[config.mk]
export PLATFORM = sky130hd
export DESIGN_NAME = sof_bank
export DESIGN_NICKNAME = d
export VERILOG_FILES = /design/src/core/sof_pkg.sv /design/src/core/sof_sync.sv /design/src/core/sof_bank.sv
export SDC_FILE = /design/constraint.sdc
export NUM_CORES = 1
export LEC_CHECK = 0
export ABC_CLOCK_PERIOD_IN_PS = 2200
export BUFFER_PORTS_ARGS = -buffer_cell sky130_fd_sc_hd__buf_2
export CELL_PAD_IN_SITES_DETAIL_PLACEMENT = 0
export CELL_PAD_IN_SITES_GLOBAL_PLACEMENT = 1
export CORE_ASPECT_RATIO = 2
export CORE_MARGIN = 3
export CORE_UTILIZATION = 35
export CTS_BUF_LIST = sky130_fd_sc_hd__clkbuf_8
export DETAILED_ROUTE_END_ITERATION = 8
export PLACE_DENSITY = 0.88
export SETUP_SLACK_MARGIN = 0.1
export SLEW_MARGIN = 20
export SYNTH_ARGS = -nofsm -noshare
export SYNTH_HDL_FRONTEND = slang
export SYNTH_SLANG_ARGS = --single-unit
[constraint.sdc]
create_clock -name CLK -period 2.2 [get_ports CLK]
set_input_delay 0.55 -clock CLK [delete_from_list [all_inputs] [get_ports CLK]]
set_output_delay 0.55 -clock CLK [all_outputs]
set_load 0.05 [all_outputs]
[src/core/sof_pkg.sv]
// package for the serial output format configuration bank
// shared by the register bank top and its pin synchroniser; one clock domain
package sof_pkg;

	// register indices as numbered on the serial port, byte address is 4x
	localparam int SOF_ADDR_W = 8;
	localparam logic [SOF_ADDR_W-1:0] SOF_IDX_FMT = 8'h0d;
	localparam logic [SOF_ADDR_W-1:0] SOF_IDX_DRV = 8'h10;
	localparam logic [SOF_ADDR_W-1:0] SOF_ADDR_CTRL = 8'h00;
	localparam logic [SOF_ADDR_W-1:0] SOF_ADDR_STAT = 8'h04;
	localparam logic [SOF_ADDR_W-1:0] SOF_ADDR_FMT = 8'(SOF_IDX_FMT * 4);
	localparam logic [SOF_ADDR_W-1:0] SOF_ADDR_DRV = 8'(SOF_IDX_DRV * 4);

	localparam int SOF_REG_W = 11;
	localparam int SOF_DATA_W = 32;

	// output_format_control fields
	localparam int SOF_F_TWO_WIRE = 0;
	localparam int SOF_F_SDR = 1;
	localparam int SOF_F_SER16 = 2;
	localparam int SOF_F_RISING = 4;
	localparam int SOF_F_COARSE = 5;
	localparam int SOF_F_LSB = 6;
	localparam int SOF_F_BITWISE = 7;
	localparam int SOF_F_OVRD = 10;
	localparam logic [SOF_REG_W-1:0] SOF_FMT_MASK = 11'h4f7;
	localparam logic [SOF_REG_W-1:0] SOF_FMT_RESET = 11'h000;

	// lvds_drive_control fields
	localparam int SOF_D_DATA_DBL = 0;
	localparam int SOF_D_CLK_DBL = 1;
	localparam int SOF_D_DATA_CUR_LO = 2;
	localparam int SOF_D_CLK_CUR_LO = 4;
	localparam int SOF_D_TERM_LO = 6;
	localparam int SOF_CUR_W = 2;
	localparam int SOF_TERM_W = 5;
	localparam logic [SOF_REG_W-1:0] SOF_DRV_MASK = 11'h7ff;
	localparam logic [SOF_REG_W-1:0] SOF_DRV_RESET = 11'h000;

	// control register: self-clearing software reset
	localparam int SOF_C_SWRST = 10;

	// status register layout: effective format in low bits
	localparam int SOF_S_OVRD = 8;

	// output_drive_current encodings
	localparam logic [SOF_CUR_W-1:0] SOF_CUR_3P5MA = 2'h0;
	localparam logic [SOF_CUR_W-1:0] SOF_CUR_4MA = 2'h1;
	localparam logic [SOF_CUR_W-1:0] SOF_CUR_2P5MA = 2'h2;
	localparam logic [SOF_CUR_W-1:0] SOF_CUR_3MA = 2'h3;

	// clock output termination, one-hot legs combine in parallel
	localparam logic [SOF_TERM_W-1:0] SOF_TERM_NONE = 5'h00;
	localparam logic [SOF_TERM_W-1:0] SOF_TERM_166 = 5'h01;

	// ahb-lite codes
	localparam logic [1:0] SOF_HTRANS_NONSEQ = 2'h2;
	localparam logic SOF_HRESP_OKAY = 1'b0;

	// format functions, either from register or from parallel pins
	typedef struct packed {
		logic bit_wise;
		logic lsb_first;
		logic coarse_gain;
		logic capture_rising;
		logic serial_16;
		logic sdr_clock;
		logic two_wire;
	} sof_fmt_t;

	typedef struct packed {
		logic [SOF_TERM_W-1:0] clock_termination;
		logic [SOF_CUR_W-1:0] clock_drive_current;
		logic [SOF_CUR_W-1:0] output_drive_current;
		logic clock_current_double;
		logic data_current_double;
	} sof_drive_t;

	localparam int SOF_FMT_W = $bits(sof_fmt_t);

endpackage : sof_pkg

[src/core/sof_sync.sv]
// two-flop synchroniser for a group of level inputs
// assumes levels that change slowly relative to CLK, no bus coherence needed
`timescale 1ns/1ns
`default_nettype none
module sof_sync
	import sof_pkg::*;
#(
	parameter int WIDTH = 1
)
(
	input wire logic clk,
	input wire logic reset,
	input wire logic [WIDTH-1:0] d,
	output logic [WIDTH-1:0] q
);

	logic [WIDTH-1:0] meta;
	logic [WIDTH-1:0] next_meta;
	logic [WIDTH-1:0] next_q;

	always_comb
	begin
		next_meta = d;
		next_q = meta;
	end

	always_ff @(posedge clk)
	begin
		if (reset)
		begin
			meta <= '0;
			q <= '0;
		end
		else
		begin
			meta <= next_meta;
			q <= next_q;
		end
	end

endmodule : sof_sync
`default_nettype wire

[src/core/sof_bank.sv]
// serial output format and lvds drive configuration bank, ahb-lite slave
// assumes one CLK domain, parallel format pins asynchronous to it
`timescale 1ns/1ns
`default_nettype none

module sof_bank
	import sof_pkg::*;
(
	input wire logic CLK,
	input wire logic RESET,
	input wire logic HSEL,
	input wire logic [SOF_DATA_W-1:0] HADDR,
	input wire logic [1:0] HTRANS,
	input wire logic HWRITE,
	input wire logic [2:0] HSIZE,
	input wire logic [SOF_DATA_W-1:0] HWDATA,
	input wire logic HREADY,
	output logic [SOF_DATA_W-1:0] HRDATA,
	output logic HREADYOUT,
	output logic HRESP,
	input wire sof_fmt_t FORMAT_PINS,
	output sof_fmt_t FORMAT_OUT,
	output sof_drive_t DRIVE_OUT
);

	// bus and register state
	logic wr_pending;
	logic [SOF_ADDR_W-1:0] wr_addr;
	logic [SOF_REG_W-1:0] fmt_reg;
	logic [SOF_REG_W-1:0] drv_reg;
	logic next_wr_pending;
	logic [SOF_ADDR_W-1:0] next_wr_addr;
	logic [SOF_REG_W-1:0] next_fmt_reg;
	logic [SOF_REG_W-1:0] next_drv_reg;
	logic [SOF_DATA_W-1:0] next_hrdata;
	logic next_hreadyout;
	logic next_hresp;
	logic accept;

	// effective configuration state
	sof_fmt_t pins_sync;
	sof_fmt_t src;
	sof_fmt_t next_format;
	sof_drive_t next_drive;

	sof_sync #(
		.WIDTH(SOF_FMT_W)
	) u_pin_sync (
		.clk(CLK),
		.reset(RESET),
		.d(FORMAT_PINS),
		.q(pins_sync)
	);

	// only single word transfers are issued; size is not checked
	assign accept = HSEL && HREADY && (HTRANS == SOF_HTRANS_NONSEQ);

	always_comb
	begin
		next_fmt_reg = fmt_reg;
		next_drv_reg = drv_reg;
		next_wr_pending = accept && HWRITE;
		next_wr_addr = accept ? HADDR[SOF_ADDR_W-1:0] : wr_addr;
		next_hreadyout = 1'b1;
		next_hresp = SOF_HRESP_OKAY;
		next_hrdata = '0;
		if (wr_pending)
		begin
			unique case (wr_addr)
				SOF_ADDR_FMT:
				begin
					// unused bits are dropped even if host sets them
					next_fmt_reg = HWDATA[SOF_REG_W-1:0] & SOF_FMT_MASK;
				end
				SOF_ADDR_DRV:
				begin
					next_drv_reg = HWDATA[SOF_REG_W-1:0] & SOF_DRV_MASK;
				end
				SOF_ADDR_CTRL:
				begin
					if (HWDATA[SOF_C_SWRST])
					begin
						// bit is never stored, so it reads back 0
						next_fmt_reg = SOF_FMT_RESET;
						next_drv_reg = SOF_DRV_RESET;
					end
				end
				default:
				begin
					next_fmt_reg = fmt_reg;
				end
			endcase
		end
		// read of the next format and drive values so a read right after a write to them sees it
		if (accept && !HWRITE)
		begin
			unique case (HADDR[SOF_ADDR_W-1:0])
				SOF_ADDR_FMT:
				begin
					next_hrdata[SOF_REG_W-1:0] = next_fmt_reg;
				end
				SOF_ADDR_DRV:
				begin
					next_hrdata[SOF_REG_W-1:0] = next_drv_reg;
				end
				SOF_ADDR_STAT:
				begin
					next_hrdata[SOF_FMT_W-1:0] = FORMAT_OUT;
					next_hrdata[SOF_S_OVRD] = fmt_reg[SOF_F_OVRD];
				end
				default:
				begin
					next_hrdata = '0;
				end
			endcase
		end
	end

	always_ff @(posedge CLK)
	begin
		if (RESET)
		begin
			wr_pending <= 1'b0;
			wr_addr <= '0;
			fmt_reg <= SOF_FMT_RESET;
			drv_reg <= SOF_DRV_RESET;
			HRDATA <= '0;
			HREADYOUT <= 1'b1;
			HRESP <= SOF_HRESP_OKAY;
		end
		else
		begin
			wr_pending <= next_wr_pending;
			wr_addr <= next_wr_addr;
			fmt_reg <= next_fmt_reg;
			drv_reg <= next_drv_reg;
			HRDATA <= next_hrdata;
			HREADYOUT <= next_hreadyout;
			HRESP <= next_hresp;
		end
	end

	// source select between register and synchronised pins
	always_comb
	begin
		if (fmt_reg[SOF_F_OVRD])
		begin
			src.two_wire = fmt_reg[SOF_F_TWO_WIRE];
			src.sdr_clock = fmt_reg[SOF_F_SDR];
			src.serial_16 = fmt_reg[SOF_F_SER16];
			src.capture_rising = fmt_reg[SOF_F_RISING];
			src.coarse_gain = fmt_reg[SOF_F_COARSE];
			src.lsb_first = fmt_reg[SOF_F_LSB];
			src.bit_wise = fmt_reg[SOF_F_BITWISE];
		end
		else
		begin
			src = pins_sync;
		end
	end

	always_comb
	begin
		next_format.two_wire = src.two_wire;
		// ddr is forced in one-wire mode
		next_format.sdr_clock = src.two_wire && src.sdr_clock;
		next_format.serial_16 = src.serial_16;
		// edge choice is meaningless with ddr, report falling then
		next_format.capture_rising = next_format.sdr_clock
			&& src.capture_rising;
		next_format.coarse_gain = src.coarse_gain;
		next_format.lsb_first = src.lsb_first;
		next_format.bit_wise = src.two_wire && src.bit_wise;
		next_drive.data_current_double = drv_reg[SOF_D_DATA_DBL];
		next_drive.clock_current_double = drv_reg[SOF_D_CLK_DBL];
		next_drive.output_drive_current =
			drv_reg[SOF_D_DATA_CUR_LO +: SOF_CUR_W];
		next_drive.clock_drive_current =
			drv_reg[SOF_D_CLK_CUR_LO +: SOF_CUR_W];
		next_drive.clock_termination =
			drv_reg[SOF_D_TERM_LO +: SOF_TERM_W];
	end

	always_ff @(posedge CLK)
	begin
		if (RESET)
		begin
			FORMAT_OUT <= '0;
			DRIVE_OUT <= '0;
		end
		else
		begin
			FORMAT_OUT <= next_format;
			DRIVE_OUT <= next_drive;
		end
	end

endmodule : sof_bank
`default_nettype wire

Word level (Yosys, flattened, before mapping)
Cells that the tools add are included.
Word-level totals
  register bits after elaboration: 95
  bits in latches: 0
  bits in writable memories: 0
  bits in read-only memories: 0
  output and inout bits: 52
  memories kept: 0
Cells by class
  add/subtract/negate cells: 0
  multipliers: 0
  div/mod/pow operators: 0
  order comparisons: 0
  equality and inequality tests: 6
  shifts and indexed selects: 0
  multiplexer cells: 11
  bitwise gates (word level): 1
  reductions and logical operators: 10
Operators by type and width (number)
  11-bit two-way mux: 4
  11-bit one-hot mux with 2 select lines: 2
  7-bit one-hot mux with 3 select lines: 1
  8-bit by 6-bit == test with 1-bit output, second input constant: 2
  8-bit by 7-bit == test with 1-bit output, second input constant: 2
  8-bit by 3-bit == test with 1-bit output, second input constant: 1
  8-bit zero test: 1
  1-bit logical AND: 7
  7-bit two-way mux: 1
  2-bit one-hot mux with 2 select lines: 1
  1-bit one-hot mux with 3 select lines: 1
  2-bit == test, second input constant: 1
  1-bit one-hot mux with 2 select lines: 1
  2-bit OR reduction: 1
  1-bit zero test: 1
  1-bit NOT: 1

Longest topological paths before layout
Gate-level depths: netlist of the first run.
  depth after elaboration: 5
  mapped depth: 6
  mapped depth without buffers: 5

Modules after synthesis
Synthesis of the first run repeated with hierarchy kept, for this count alone.
Unflattened totals
  cells, all modules: 281
  area total of the unflattened synthesis: 2842.7 um2
Modules (own cells, without submodules)
  sof_bank: times used 1, cells each 252, area each 2434.8 um2, seq. area each 1201.2 um2
  sof_sync: times used 1, cells each 29, area each 407.9 um2, seq. area each 280.3 um2

Worst setup path after synthesis of the first run
No wires, ideal clock.
  kind: input-to-reg
  start point: in HADDR[2]
  end point: reg HRDATA[5]
  library setup time: 0.080 ns
  arrival: 1.527 ns
  data required time: 2.120 ns
  setup slack: 0.594 ns
  stages on the path: 6
  path through: nor4b_1 > and2_1 > buf_2 > a32o_1 > a21oi_2 > o22ai_1
Between the ends
  cells in the longest elaborated chain, start to end: 2
  elaborated cells on any way between the ends: 4
RTL lines
  start: declaration: line sof_bank.sv:12  | input wire logic [SOF_DATA_W-1:0] HADDR,
  8-bit by 3-bit == test with 1-bit output, or another cell as far along: line sof_bank.sv:97  | unique case (HADDR[SOF_ADDR_W-1:0])
  7-bit one-hot mux with 3 select lines *: line sof_bank.sv:97
  end signal: assignment: line sof_bank.sv:137  | HRDATA <= next_hrdata;
  end: declaration: line sof_bank.sv:18  | output logic [SOF_DATA_W-1:0] HRDATA,
Mark *: on every way between the ends. The rest lies on a longest branch, timed or not.
A chain may end at the register's enable or synchronous reset.

Worst setup path in the final report of the first run
  start point: reg wr_addr[2]
  end point: reg HRDATA[0]
Between the ends
  cells in the longest elaborated chain, start to end: 4
  elaborated cells on any way between the ends: 8
RTL lines
  start: declaration: line sof_bank.sv:28  | logic [SOF_ADDR_W-1:0] wr_addr;
  start signal: assignment: line sof_bank.sv:134  | wr_addr <= next_wr_addr;
  8-bit by 7-bit == test with 1-bit output, or another cell as far along: line sof_bank.sv:69  | unique case (wr_addr)
  11-bit one-hot mux with 2 select lines: line sof_bank.sv:69
  11-bit two-way mux: line sof_bank.sv:67  | if (wr_pending)
  7-bit one-hot mux with 3 select lines *: line sof_bank.sv:97
Marked as above.

==> results of run 1 <==
metal layers:
| metal | vias up | GRT usage [%] | part of all wire (%) |
|---|---|---|---|
| met2 | 88 | 25.4 | 54 |
| met1 | 1010 | 13.6 | 37 |
| li1 | 1038 | - | - |
| met3 | 11 | 3.74 | 6.4 |
| met4 | 0 | 7.83 | 2.8 |
| met5 | - | 0 | 0 |
area by class of cell:
cell class	count	area [um2]	area share [%]
flip-flops and latches	74	1480	45.0
well taps	94	118	3.57
repair buffers	70	373	11.3
multi-input cells	184	1130	34.4
inverters	1	3.75	0.114
clock buffers	12	165	5.02
clock inverters	4	17.5	0.532
kinds of logic (layout without fill, tap and decap cells):
kind of cell	Yosys count	after routing
buffers and inverters	38	87
AOI/OAI and AO/OA	56	56
other	2	23
xor gates and xnor gates	1	1
and+or+nand+nor	97	97
DFF	74	74
muxes	7	7
cells in the mapped netlist, types with 5 or more instances:
cell type	count	area share [%]
mux2i_1	7	2.5
and2_1	5	1.1
nor2b_1	29	6.5
clkbuf_1	6	0.81
buf_4	24	6.5
a21oi_1	14	2.5
o22ai_1	8	1.8
nor2_1	25	3.4
nand2_1	18	2.4
a32o_1	6	2.2
dfxtp_1	74	53
a22oi_1	18	4.8
where the power goes:
part / internal, mW / switching [mW] / leakage [nW] / total, mW
Sequential: 1.36 / 0.00799 / 0.600 / 1.36
Clock: 0.490 / 0.460 / 0.105 / 0.950
Combinational: 0.0450 / 0.148 / 0.665 / 0.193
metrics by stage:
| step | setup WS [ns] | utilization, % | cells |
|---|---|---|---|
| 3_5_place_dp | 0.196 | 40.6 | 423 |
| 5_1_grt | 0.263 | 43.0 | 439 |
| 2_1_floorplan | 0.594 | - | 296 |
| 4_1_cts | 0.369 | 43.0 | 439 |
| 3_3_place_gp | 0.207 | 40.6 | 423 |
| 6_report | 0.378 | 43.0 | 439 |
critical path, cell delays in order, from the launching register on:
cell	delay (ns)
dfxtp_1	0.37
nor4b_4	0.38
and3_4	0.36
and2_1	0.36
a21oi_1	0.12
o22ai_1	0.15
path summary, 6_finish.rpt:
path,slack [ns],startpoint,cells after the start,to
hold reg to reg,0.43,u_pin_sync.meta[1],1,u_pin_sync.q[1]
hold / removal,0.41,FORMAT_PINS[4],2,u_pin_sync.meta[4]
setup / recovery,0.38,wr_addr[2],5,HRDATA[0]
setup reg to reg,0.38,wr_addr[2],5,HRDATA[0]
==> metrics.txt, run 1 <==
outcome complete, no violations; Total GRT Usage between 10% and 20%; total of cells resized after clock tree synthesis 0; Clk Latency, worst-skew pair 0.34 ns; clock-pin slew on the worst setup and hold paths about 0.070 ns; Post-CTS Repair Setup Buffers 0; final critical-path share of the clock period 82.8%; ANT nets after route 0; post-synthesis adder-cell area fraction 0%; CTS Hold Bufs 0; mux contribution to synthesized area approximately 2.5%; Routed WL per cell 14.0 um; hold_ws 0.412 ns; initial antenna violation count 0; ANT cells 0; via count 2147; Avg Cell Area, Syn between 10 and 15 um2; TritonCTS clock tree yes; setup TNS 0 ns; Critical Path Start Type flip-flop; Peak Freq around 550 MHz; first-pass GRT wire length around 10000 um; Compound-Gate Fraction of Synth Area about 15%; Worst EP required 2.47 ns; Iter 0 DRT Violations 175; maximum clock path buffer count 2; Initial Util between 30% and 40%; Unique masters post-synth around 40; worst setup path class reg2reg; post-synthesis register bit count between 70 and 80; Critical Path Sink Type flip-flop; commonest non-fill, non-tap cell in the layout dfxtp_1; drt drc 0; ys flop type dfxtp_1; Hold Vio Cnt, Final 0; most frequent cells in the layout dfxtp_1, buf_2, nor2b_1; I/O Pins between 100 and 150; Post-Syn Instances between 200 and 300; row count 45; layout cells sized above 1 a little over a quarter; max-slew violations 0; Post-Synth XOR/XNOR Area less than 1%; Fillers about 800; Die H 132 um; Setup-failing EPs final 0; Worst Path Max Fanout 12; ys async rst share 0%; H-tree level count 3; Hold Path Class in2reg; total routed wirelength 6150 um; unrepaired setup endpoints after global routing false; fin crit period 1.82 ns; placed cell areas 3110 um2; area grow syn2layout 18.0%; PD cells approximately 760 nW/um2; Die Width about 69 um; port buffer count between 60 and 70; cell area after layout around 3300 um2; EDFF count, synth 0; Seq/Total Area, Yosys 53.1%; total power about 2.5 mW; CTS Buf Count 9; max cap viols 0; synthesized area approximately 2800 um2; largest family of logic cells by synthesized area simple AND/OR/NAND/NOR gates; clock root buffer clkbuf_8; core footprint between 7000 and 8000 um2; vias in the first global route 2104; GRT overflow 0; Pleak 1.37 nW; gpl congestion around 0.82; clock skew 0.00626 ns; Die ar. between 9000 and 10000 um2; routed vias/inst about 4.9; synth warn 0; # clock sinks 74; fin nets approximately 420; Worst VDD drop around 340 uV; Arrival @ worst endpoint ~2.1 ns; HPWL after DPL 4580 um; Post-Synth Simple-Gate Area about 20%; DR pass1 iterations 5; largest net degree at the start of global routing 36
(Power assumes the default switching activity.)
==> run 2, diff against run 1 <==
Settings changed: ABC_AREA set to 1, ABC_CLOCK_PERIOD_IN_PS 2200 to 1500, CORE_UTILIZATION 35 to 31, PLACE_DENSITY 0.88 to 0.85.
Clock period 2.2 ns to 1.5 ns, I/O delays scaled along.
==> run 2 against run 1 <==
Compared with the run above: area after synthesis rose by 12%; first-iteration DRC count is 23% lower; combinational power increased by 120%; sequential power is 48% higher; highest routed layer unchanged; non-clock buffer count grew 27; the flow now finishes with violations (negative setup slack); cell area rose by 27%; hold slack got worse by 0.19 ns; sequential share of layout area decreased by 9.4 points; synthesized cell count is 52% higher.
==> metrics.txt, run 2 <==
Setup-failing EPs final 9; worst reg2reg endpoint HRDATA[10]; Arrival @ worst endpoint roughly 1.8 ns; unrepaired setup endpoints after global routing true; via count 2798; M1 GR Usage roughly an eighth; total routed wirelength between 7000 and 8000 um; ANT nets after route 0; core footprint between 9000 and 10000 um2; ys flop type dfxtp_1; layout cells sized above 1 a little over 40%; post-synthesis register bit count between 70 and 80; Critical Path Sink Type flip-flop; Iter 0 DRT Violations 135; GR met3 Demand/Resource under 10%; Clk network pwr share about two fifths; final critical-path share of the clock period 103%; Placed Cells around 630; Clk Latency, worst-skew pair 0.36 ns; post-synthesis adder-cell area fraction 0%; Comb power frac between 10% and 20%; Worst VDD drop 464 uV; Worst EP required 1.74 ns; most frequent cell after synthesis nand2_1; HPWL after DPL just under 6000 um; Peak Freq between 600 and 700 MHz; reg-to-reg startpoint wr_addr[4]; clock-pin slew on the worst setup and hold paths around 0.070 ns; area grow syn2layout 34.8%; cell area after layout roughly 4200 um2; failing checks negative setup slack; ranking of synthesized cells by area dfxtp_1, nand2_1, inv_1; initial antenna violation count 0; part of the power in registers about 50%; Post-Layout Cell Count around 650; H-tree level count 3; max cap viols 0; worst r2r path cells 10; row count between 50 and 60; hold_ws between 0.2 and 0.25 ns; ANT cells 0; first-pass GRT wire length ~12000 um; drt drc 0; max-slew violations 0; routed vias/inst 4.33; Worst R2R Setup Slack -0.05 ns; internal power around 3 mW; PD cells 943 nW/um2; synth warn 0; worst setup path class reg2reg; final core utilization a little over two fifths; Total GRT Usage 13.8%; clock skew between 0.008 and 0.009 ns; Critical path destination HRDATA[10]; Routed WL per cell 11.8 um; Pleak between 2 and 2.5 nW; Die ar. roughly 11000 um2; share of the synthesized area in the top cell type between 40% and 50%; crit path from wr_addr[4]; Fillers just over 1000; most frequent cells in the layout dfxtp_1, nand2_1, buf_2; DR pass1 iterations 5; Die Width about 77 um; Hold Vio Cnt, Final 0; Compound-Gate Fraction of Synth Area about 8%; outcome finished with violations; Hold Path Class in2reg; Unique masters post-synth 30; fin crit period 1.55 ns; hold path depth 3; vias in the first global route between 2000 and 3000; switching share of power a little over a quarter; Seq/Total Area, Yosys 47.6%; Avg Cell Area, Syn between 7 and 8 um2; Post-Synth XOR/XNOR Area 0%; GRT overflow 0; Die H 148 um; largest net degree at the start of global routing 31; TritonCTS clock tree yes; CTS Buf Count 9; ys async rst share 0%; final setup margin -0.0484 ns; port buffer count roughly 60; post-synth top area cell dfxtp_1; Post-Synth Simple-Gate Area slightly below 30%; Critical Path Start Type flip-flop; # clock sinks 74; commonest non-fill, non-tap cell in the layout dfxtp_1; I/O Pins 133; top post-synthesis cells by count nand2_1, dfxtp_1, inv_1, nor2_1, buf_4; fin nets 590; maximum clock path buffer count 2; net switching power ~1.0 mW; clock root buffer clkbuf_8; mux contribution to synthesized area 0.322%; EDFF count, synth 0; Initial Util 31.8%; Worst Path Max Fanout 5; synthesized area 3110 um2; placed cell areas between 3000 and 4000 um2; gpl congestion approximately 0.87; largest family of logic cells by synthesized area simple AND/OR/NAND/NOR gates; busiest grt layer met2; total power between 3 and 4 mW; Post-Syn Instances 417; grt met2 use approximately 26%
[run 2: changes by cell type in the layout (fill, tap and decap cells not counted), moves of 11 or more]
cell | previous run | this run
nand2_1 | 18 | 64
inv_1 | 3 | 51
nand3_2 | 0 | 15
nor2b_1 | 29 | 0
buf_4 | 9 | 28
nand2_2 | 0 | 34
nor2_1 | 25 | 46
a22oi_1 | 18 | 0
o21ai_0 | 1 | 12
[run 2: through the flow]
stage | worst slack (ns) | TNS, ns
after floorplan | 0.140 | 0
after global placement | -0.144 | -1.05
after detailed placement | -0.115 | -0.934
after CTS | 0.0119 | 0
after global routing | -0.173 | -2.11
final | -0.0484 | -0.173
[run 2: worst min-delay path by stage]
stage	startpoint	to	slack [ns]
floorplan	u_pin_sync.meta[0]	u_pin_sync.q[0]	0.39
detailed placement	u_pin_sync.meta[6]	u_pin_sync.q[6]	0.40
global route	FORMAT_PINS[6]	u_pin_sync.meta[6]	0.20
finish	FORMAT_PINS[3]	u_pin_sync.meta[3]	0.22
CTS	FORMAT_PINS[3]	u_pin_sync.meta[3]	0.21
global placement	u_pin_sync.meta[6]	u_pin_sync.q[6]	0.39
[run 2: cell type report]
type	instances	area (um2)	share of cell area, %
clock buffer	10	138	3.28
clock inverter	6	58.8	1.40
inverter	58	224	5.34
multi-input combinational	269	1480	35.3
sequential	74	1490	35.6
tap	132	165	3.94
timing repair buffer	97	633	15.1
[run 2: timing repair]
action / in CTS / in global routing
hold buffers: 0 / 0
buffers inserted: 2 / 0
setup endpoints to repair: 16 / 31
cloned: 1 / 0
gates resized for setup: 51 / 36
pin swaps: 28 / 21
[run 2: layer usage]
metal | up-vias | routed length [um]
met5 | - | 0
met4 | 0 | 432
met3 | 23 | 447
met2 | 101 | 4080
met1 | 1248 | 2660
li1 | 1426 | -
[run 2: logic make-up after synthesis]
logic type / Yosys count
AND/OR/NAND/NOR: 201
other: 2
buffers and inverters: 95
flip-flops: 74
AO/OA/AOI/OAI: 44
multiplexers: 1
[run 2: power groups by stage]
stage	clock, mW	sequential (mW)	combinational [mW]
3_5_place_dp	0	2.05	0.371
3_3_place_gp	0	2.05	0.369
6_report	1.53	2.01	0.418
5_1_grt	1.65	2.01	0.452
2_1_floorplan	0	2.06	0.302
4_1_cts	1.56	2.01	0.398
[run 2: critical path: stages (launching register included)]
cell and delay (ns):
dfxtp_2 0.34, inv_1 0.06, nand2_1 0.08, nor2_2 0.16, nand2_4 0.07, nand2_1 0.13
nand3_2 0.17, nand2_1 0.11, o21ai_0 0.15, nand2_1 0.11, a21oi_2 0.06
==> run 3, diff against run 2 <==
Settings changed: ABC_CLOCK_PERIOD_IN_PS 1500 to 1800, CORE_UTILIZATION 31 to 35, PLACE_DENSITY 0.85 to 0.9.
Clock period 1.5 ns to 1.8 ns, I/O delays scaled along.
==> run 3 against run 2 <==
Compared with the run above: the flow now finishes without violations; fmax fell by 3.5%; final cell count fell by 9.1%; clock power grew 9.8%; critical path type unchanged; global-route usage rose by 0.47 points; clock skew decreased by 0.0018 ns; non-clock buffer count decreased by 27; wire length shrank 11%.
==> metrics.txt, run 3 (synthesis gave the netlist of run 2 again) <==
clock-pin slew on the worst setup and hold paths roughly 0.080 ns; worst r2r path cells 9; clock root buffer clkbuf_8; core footprint approximately 8600 um2; ANT nets after route 0; drt drc 0; most frequent cells in the layout nand2_1, dfxtp_1, buf_2; area grow syn2layout 19.6%; # clock sinks 74; DP Worst Slack ~0.056 ns; CTS Buf Count 9; Initial Util between 30 and 40%; Total GRT Usage ~14%; Critical Path Sink Type flip-flop; final setup margin between 0.15 and 0.2 ns; I/O Pins roughly 130; row count between 40 and 50; internal power between 2 and 3 mW; crit-path cells nand2_1 -> nor2_1 -> nand2_1 -> nand2_1 -> nand3_1 -> nand2_1 -> o21ai_0 -> nand2_1 -> a21oi_2; net switching power 0.849 mW; Setup-failing EPs final 0; Die H 139 um; PD cells between 900 and 1000 nW/um2; final critical-path share of the clock period 89.2%; DR pass1 iterations 4; first-pass GRT wire length approximately 11000 um; worst reg2reg endpoint HRDATA[10]; vias in the first global route between 2000 and 2500; fin crit period between 1.5 and 2 ns; max-slew violations 0; hold_ws 0.299 ns; clock skew about 0.0071 ns; max cap viols 0; H-tree level count 3; Clk Latency, worst-skew pair approximately 0.35 ns; Pleak 1.83 nW; Arrival @ worst endpoint between 1.5 and 2 ns; largest net degree at the start of global routing 26; Worst EP required 2.04 ns; unrepaired setup endpoints after global routing true; Worst path max stage delay about 0.4 ns; TritonCTS clock tree yes; Die Width 72.6 um; gpl congestion 0.909; setup TNS 0 ns; Critical Path Start Type flip-flop; port buffer count between 60 and 70; fin nets 563; Worst Hold End u_pin_sync.meta[0]; Routed WL per cell 11.6 um; commonest non-fill, non-tap cell in the layout nand2_1; crit path from wr_addr[6]; most used cell, CP nand2_1; Worst VDD drop 449 uV; switching share of power about a quarter; Iter 0 DRT Violations around 180; outcome complete, no violations; Worst R2R Setup Slack 0.19 ns; Hold Vio Cnt, Final 0; crit path max-delay cell type dfxtp_1; GRT overflow 0; via count 2655; routed vias/inst between 4 and 5; total routed wirelength around 6800 um; Comb power frac about 8.0%; Fillers just over 900; Worst Path Max Fanout 5; Die ar. between 10000 and 15000 um2; hold path depth 3; part of the power in registers 45.9%; Hold Path Class in2reg; ANT cells 0; worst setup path class reg2reg; layout cells sized above 1 a little under a quarter; Post-CTS Repair Setup Buffers 0; reg-to-reg startpoint wr_addr[6]; initial antenna violation count 0; HPWL after DPL roughly 5400 um; Clk network pwr share 46.1%; maximum clock path buffer count 2; HP Start FORMAT_PINS[0]; Peak Freq around 620 MHz
run 3: worst max path at each step:
stage | to | slack (ns) | cells past startpoint
3_5_place_dp | HRDATA[4] | 0.06 | 11
5_1_grt | HRDATA[10] | 0.08 | 9
3_3_place_gp | HRDATA[1] | 0.08 | 11
4_1_cts | HRDATA[2] | 0.14 | 12
6_report | HRDATA[10] | 0.19 | 9
2_1_floorplan | HRDATA[0] | 0.36 | 10
run 3: critical path: cells and delay by family (launching register included):
kind             cells  cell delay [ns]
flip-flops           1             0.39
AND/OR/NAND/NOR      7             0.90
AO/OA/AOI/OAI        2             0.20
run 3: routing by layer:
metal	up-vias	track usage, %	part of all wire, %
li1	1367	-	-
met1	1171	14.4	36
met2	97	25.0	52
met3	20	3.33	7.2
met4	0	9.34	4.7
met5	-	0	0
run 3: timing repair:
action | CTS | global route
resized for setup | 0 | 2
endpoints found under the setup margin | 0 | 7
hold buffers | 0 | 0
run 3: power by group through the flow:
stage          Sequential (mW)  Clock (mW)  Combinational, mW
4_1_cts                   1.67        1.71              0.287
5_1_grt                   1.67        1.79              0.318
6_report                  1.67        1.68              0.291
3_5_place_dp              1.71           0              0.287
3_3_place_gp              1.71           0              0.285
2_1_floorplan             1.72           0              0.251
run 3: area by class of cell:
| type | count | area (um2) | area share (%) |
|---|---|---|---|
| Timing Repair Buffer | 70 | 373 | 10.0 |
| Sequential cell | 74 | 1480 | 39.9 |
| Inverter | 58 | 218 | 5.86 |
| Multi-Input combinational cell | 269 | 1250 | 33.8 |
| Clock buffer | 9 | 124 | 3.33 |
| Tap cell | 100 | 125 | 3.37 |
| Clock inverter | 7 | 141 | 3.80 |
run 3: metrics by stage:
step                std cells  utilization (%)  instance area (um2)  power [mW]
CTS                       587             42.9                 3710        3.67
finish                    587             43.0                 3720        3.64
detailed placement        571             39.8                 3440        2.00
floorplan                 438                -                 3190        1.97
global placement          571             39.8                 3440        1.99
global route              587             43.0                 3720        3.78
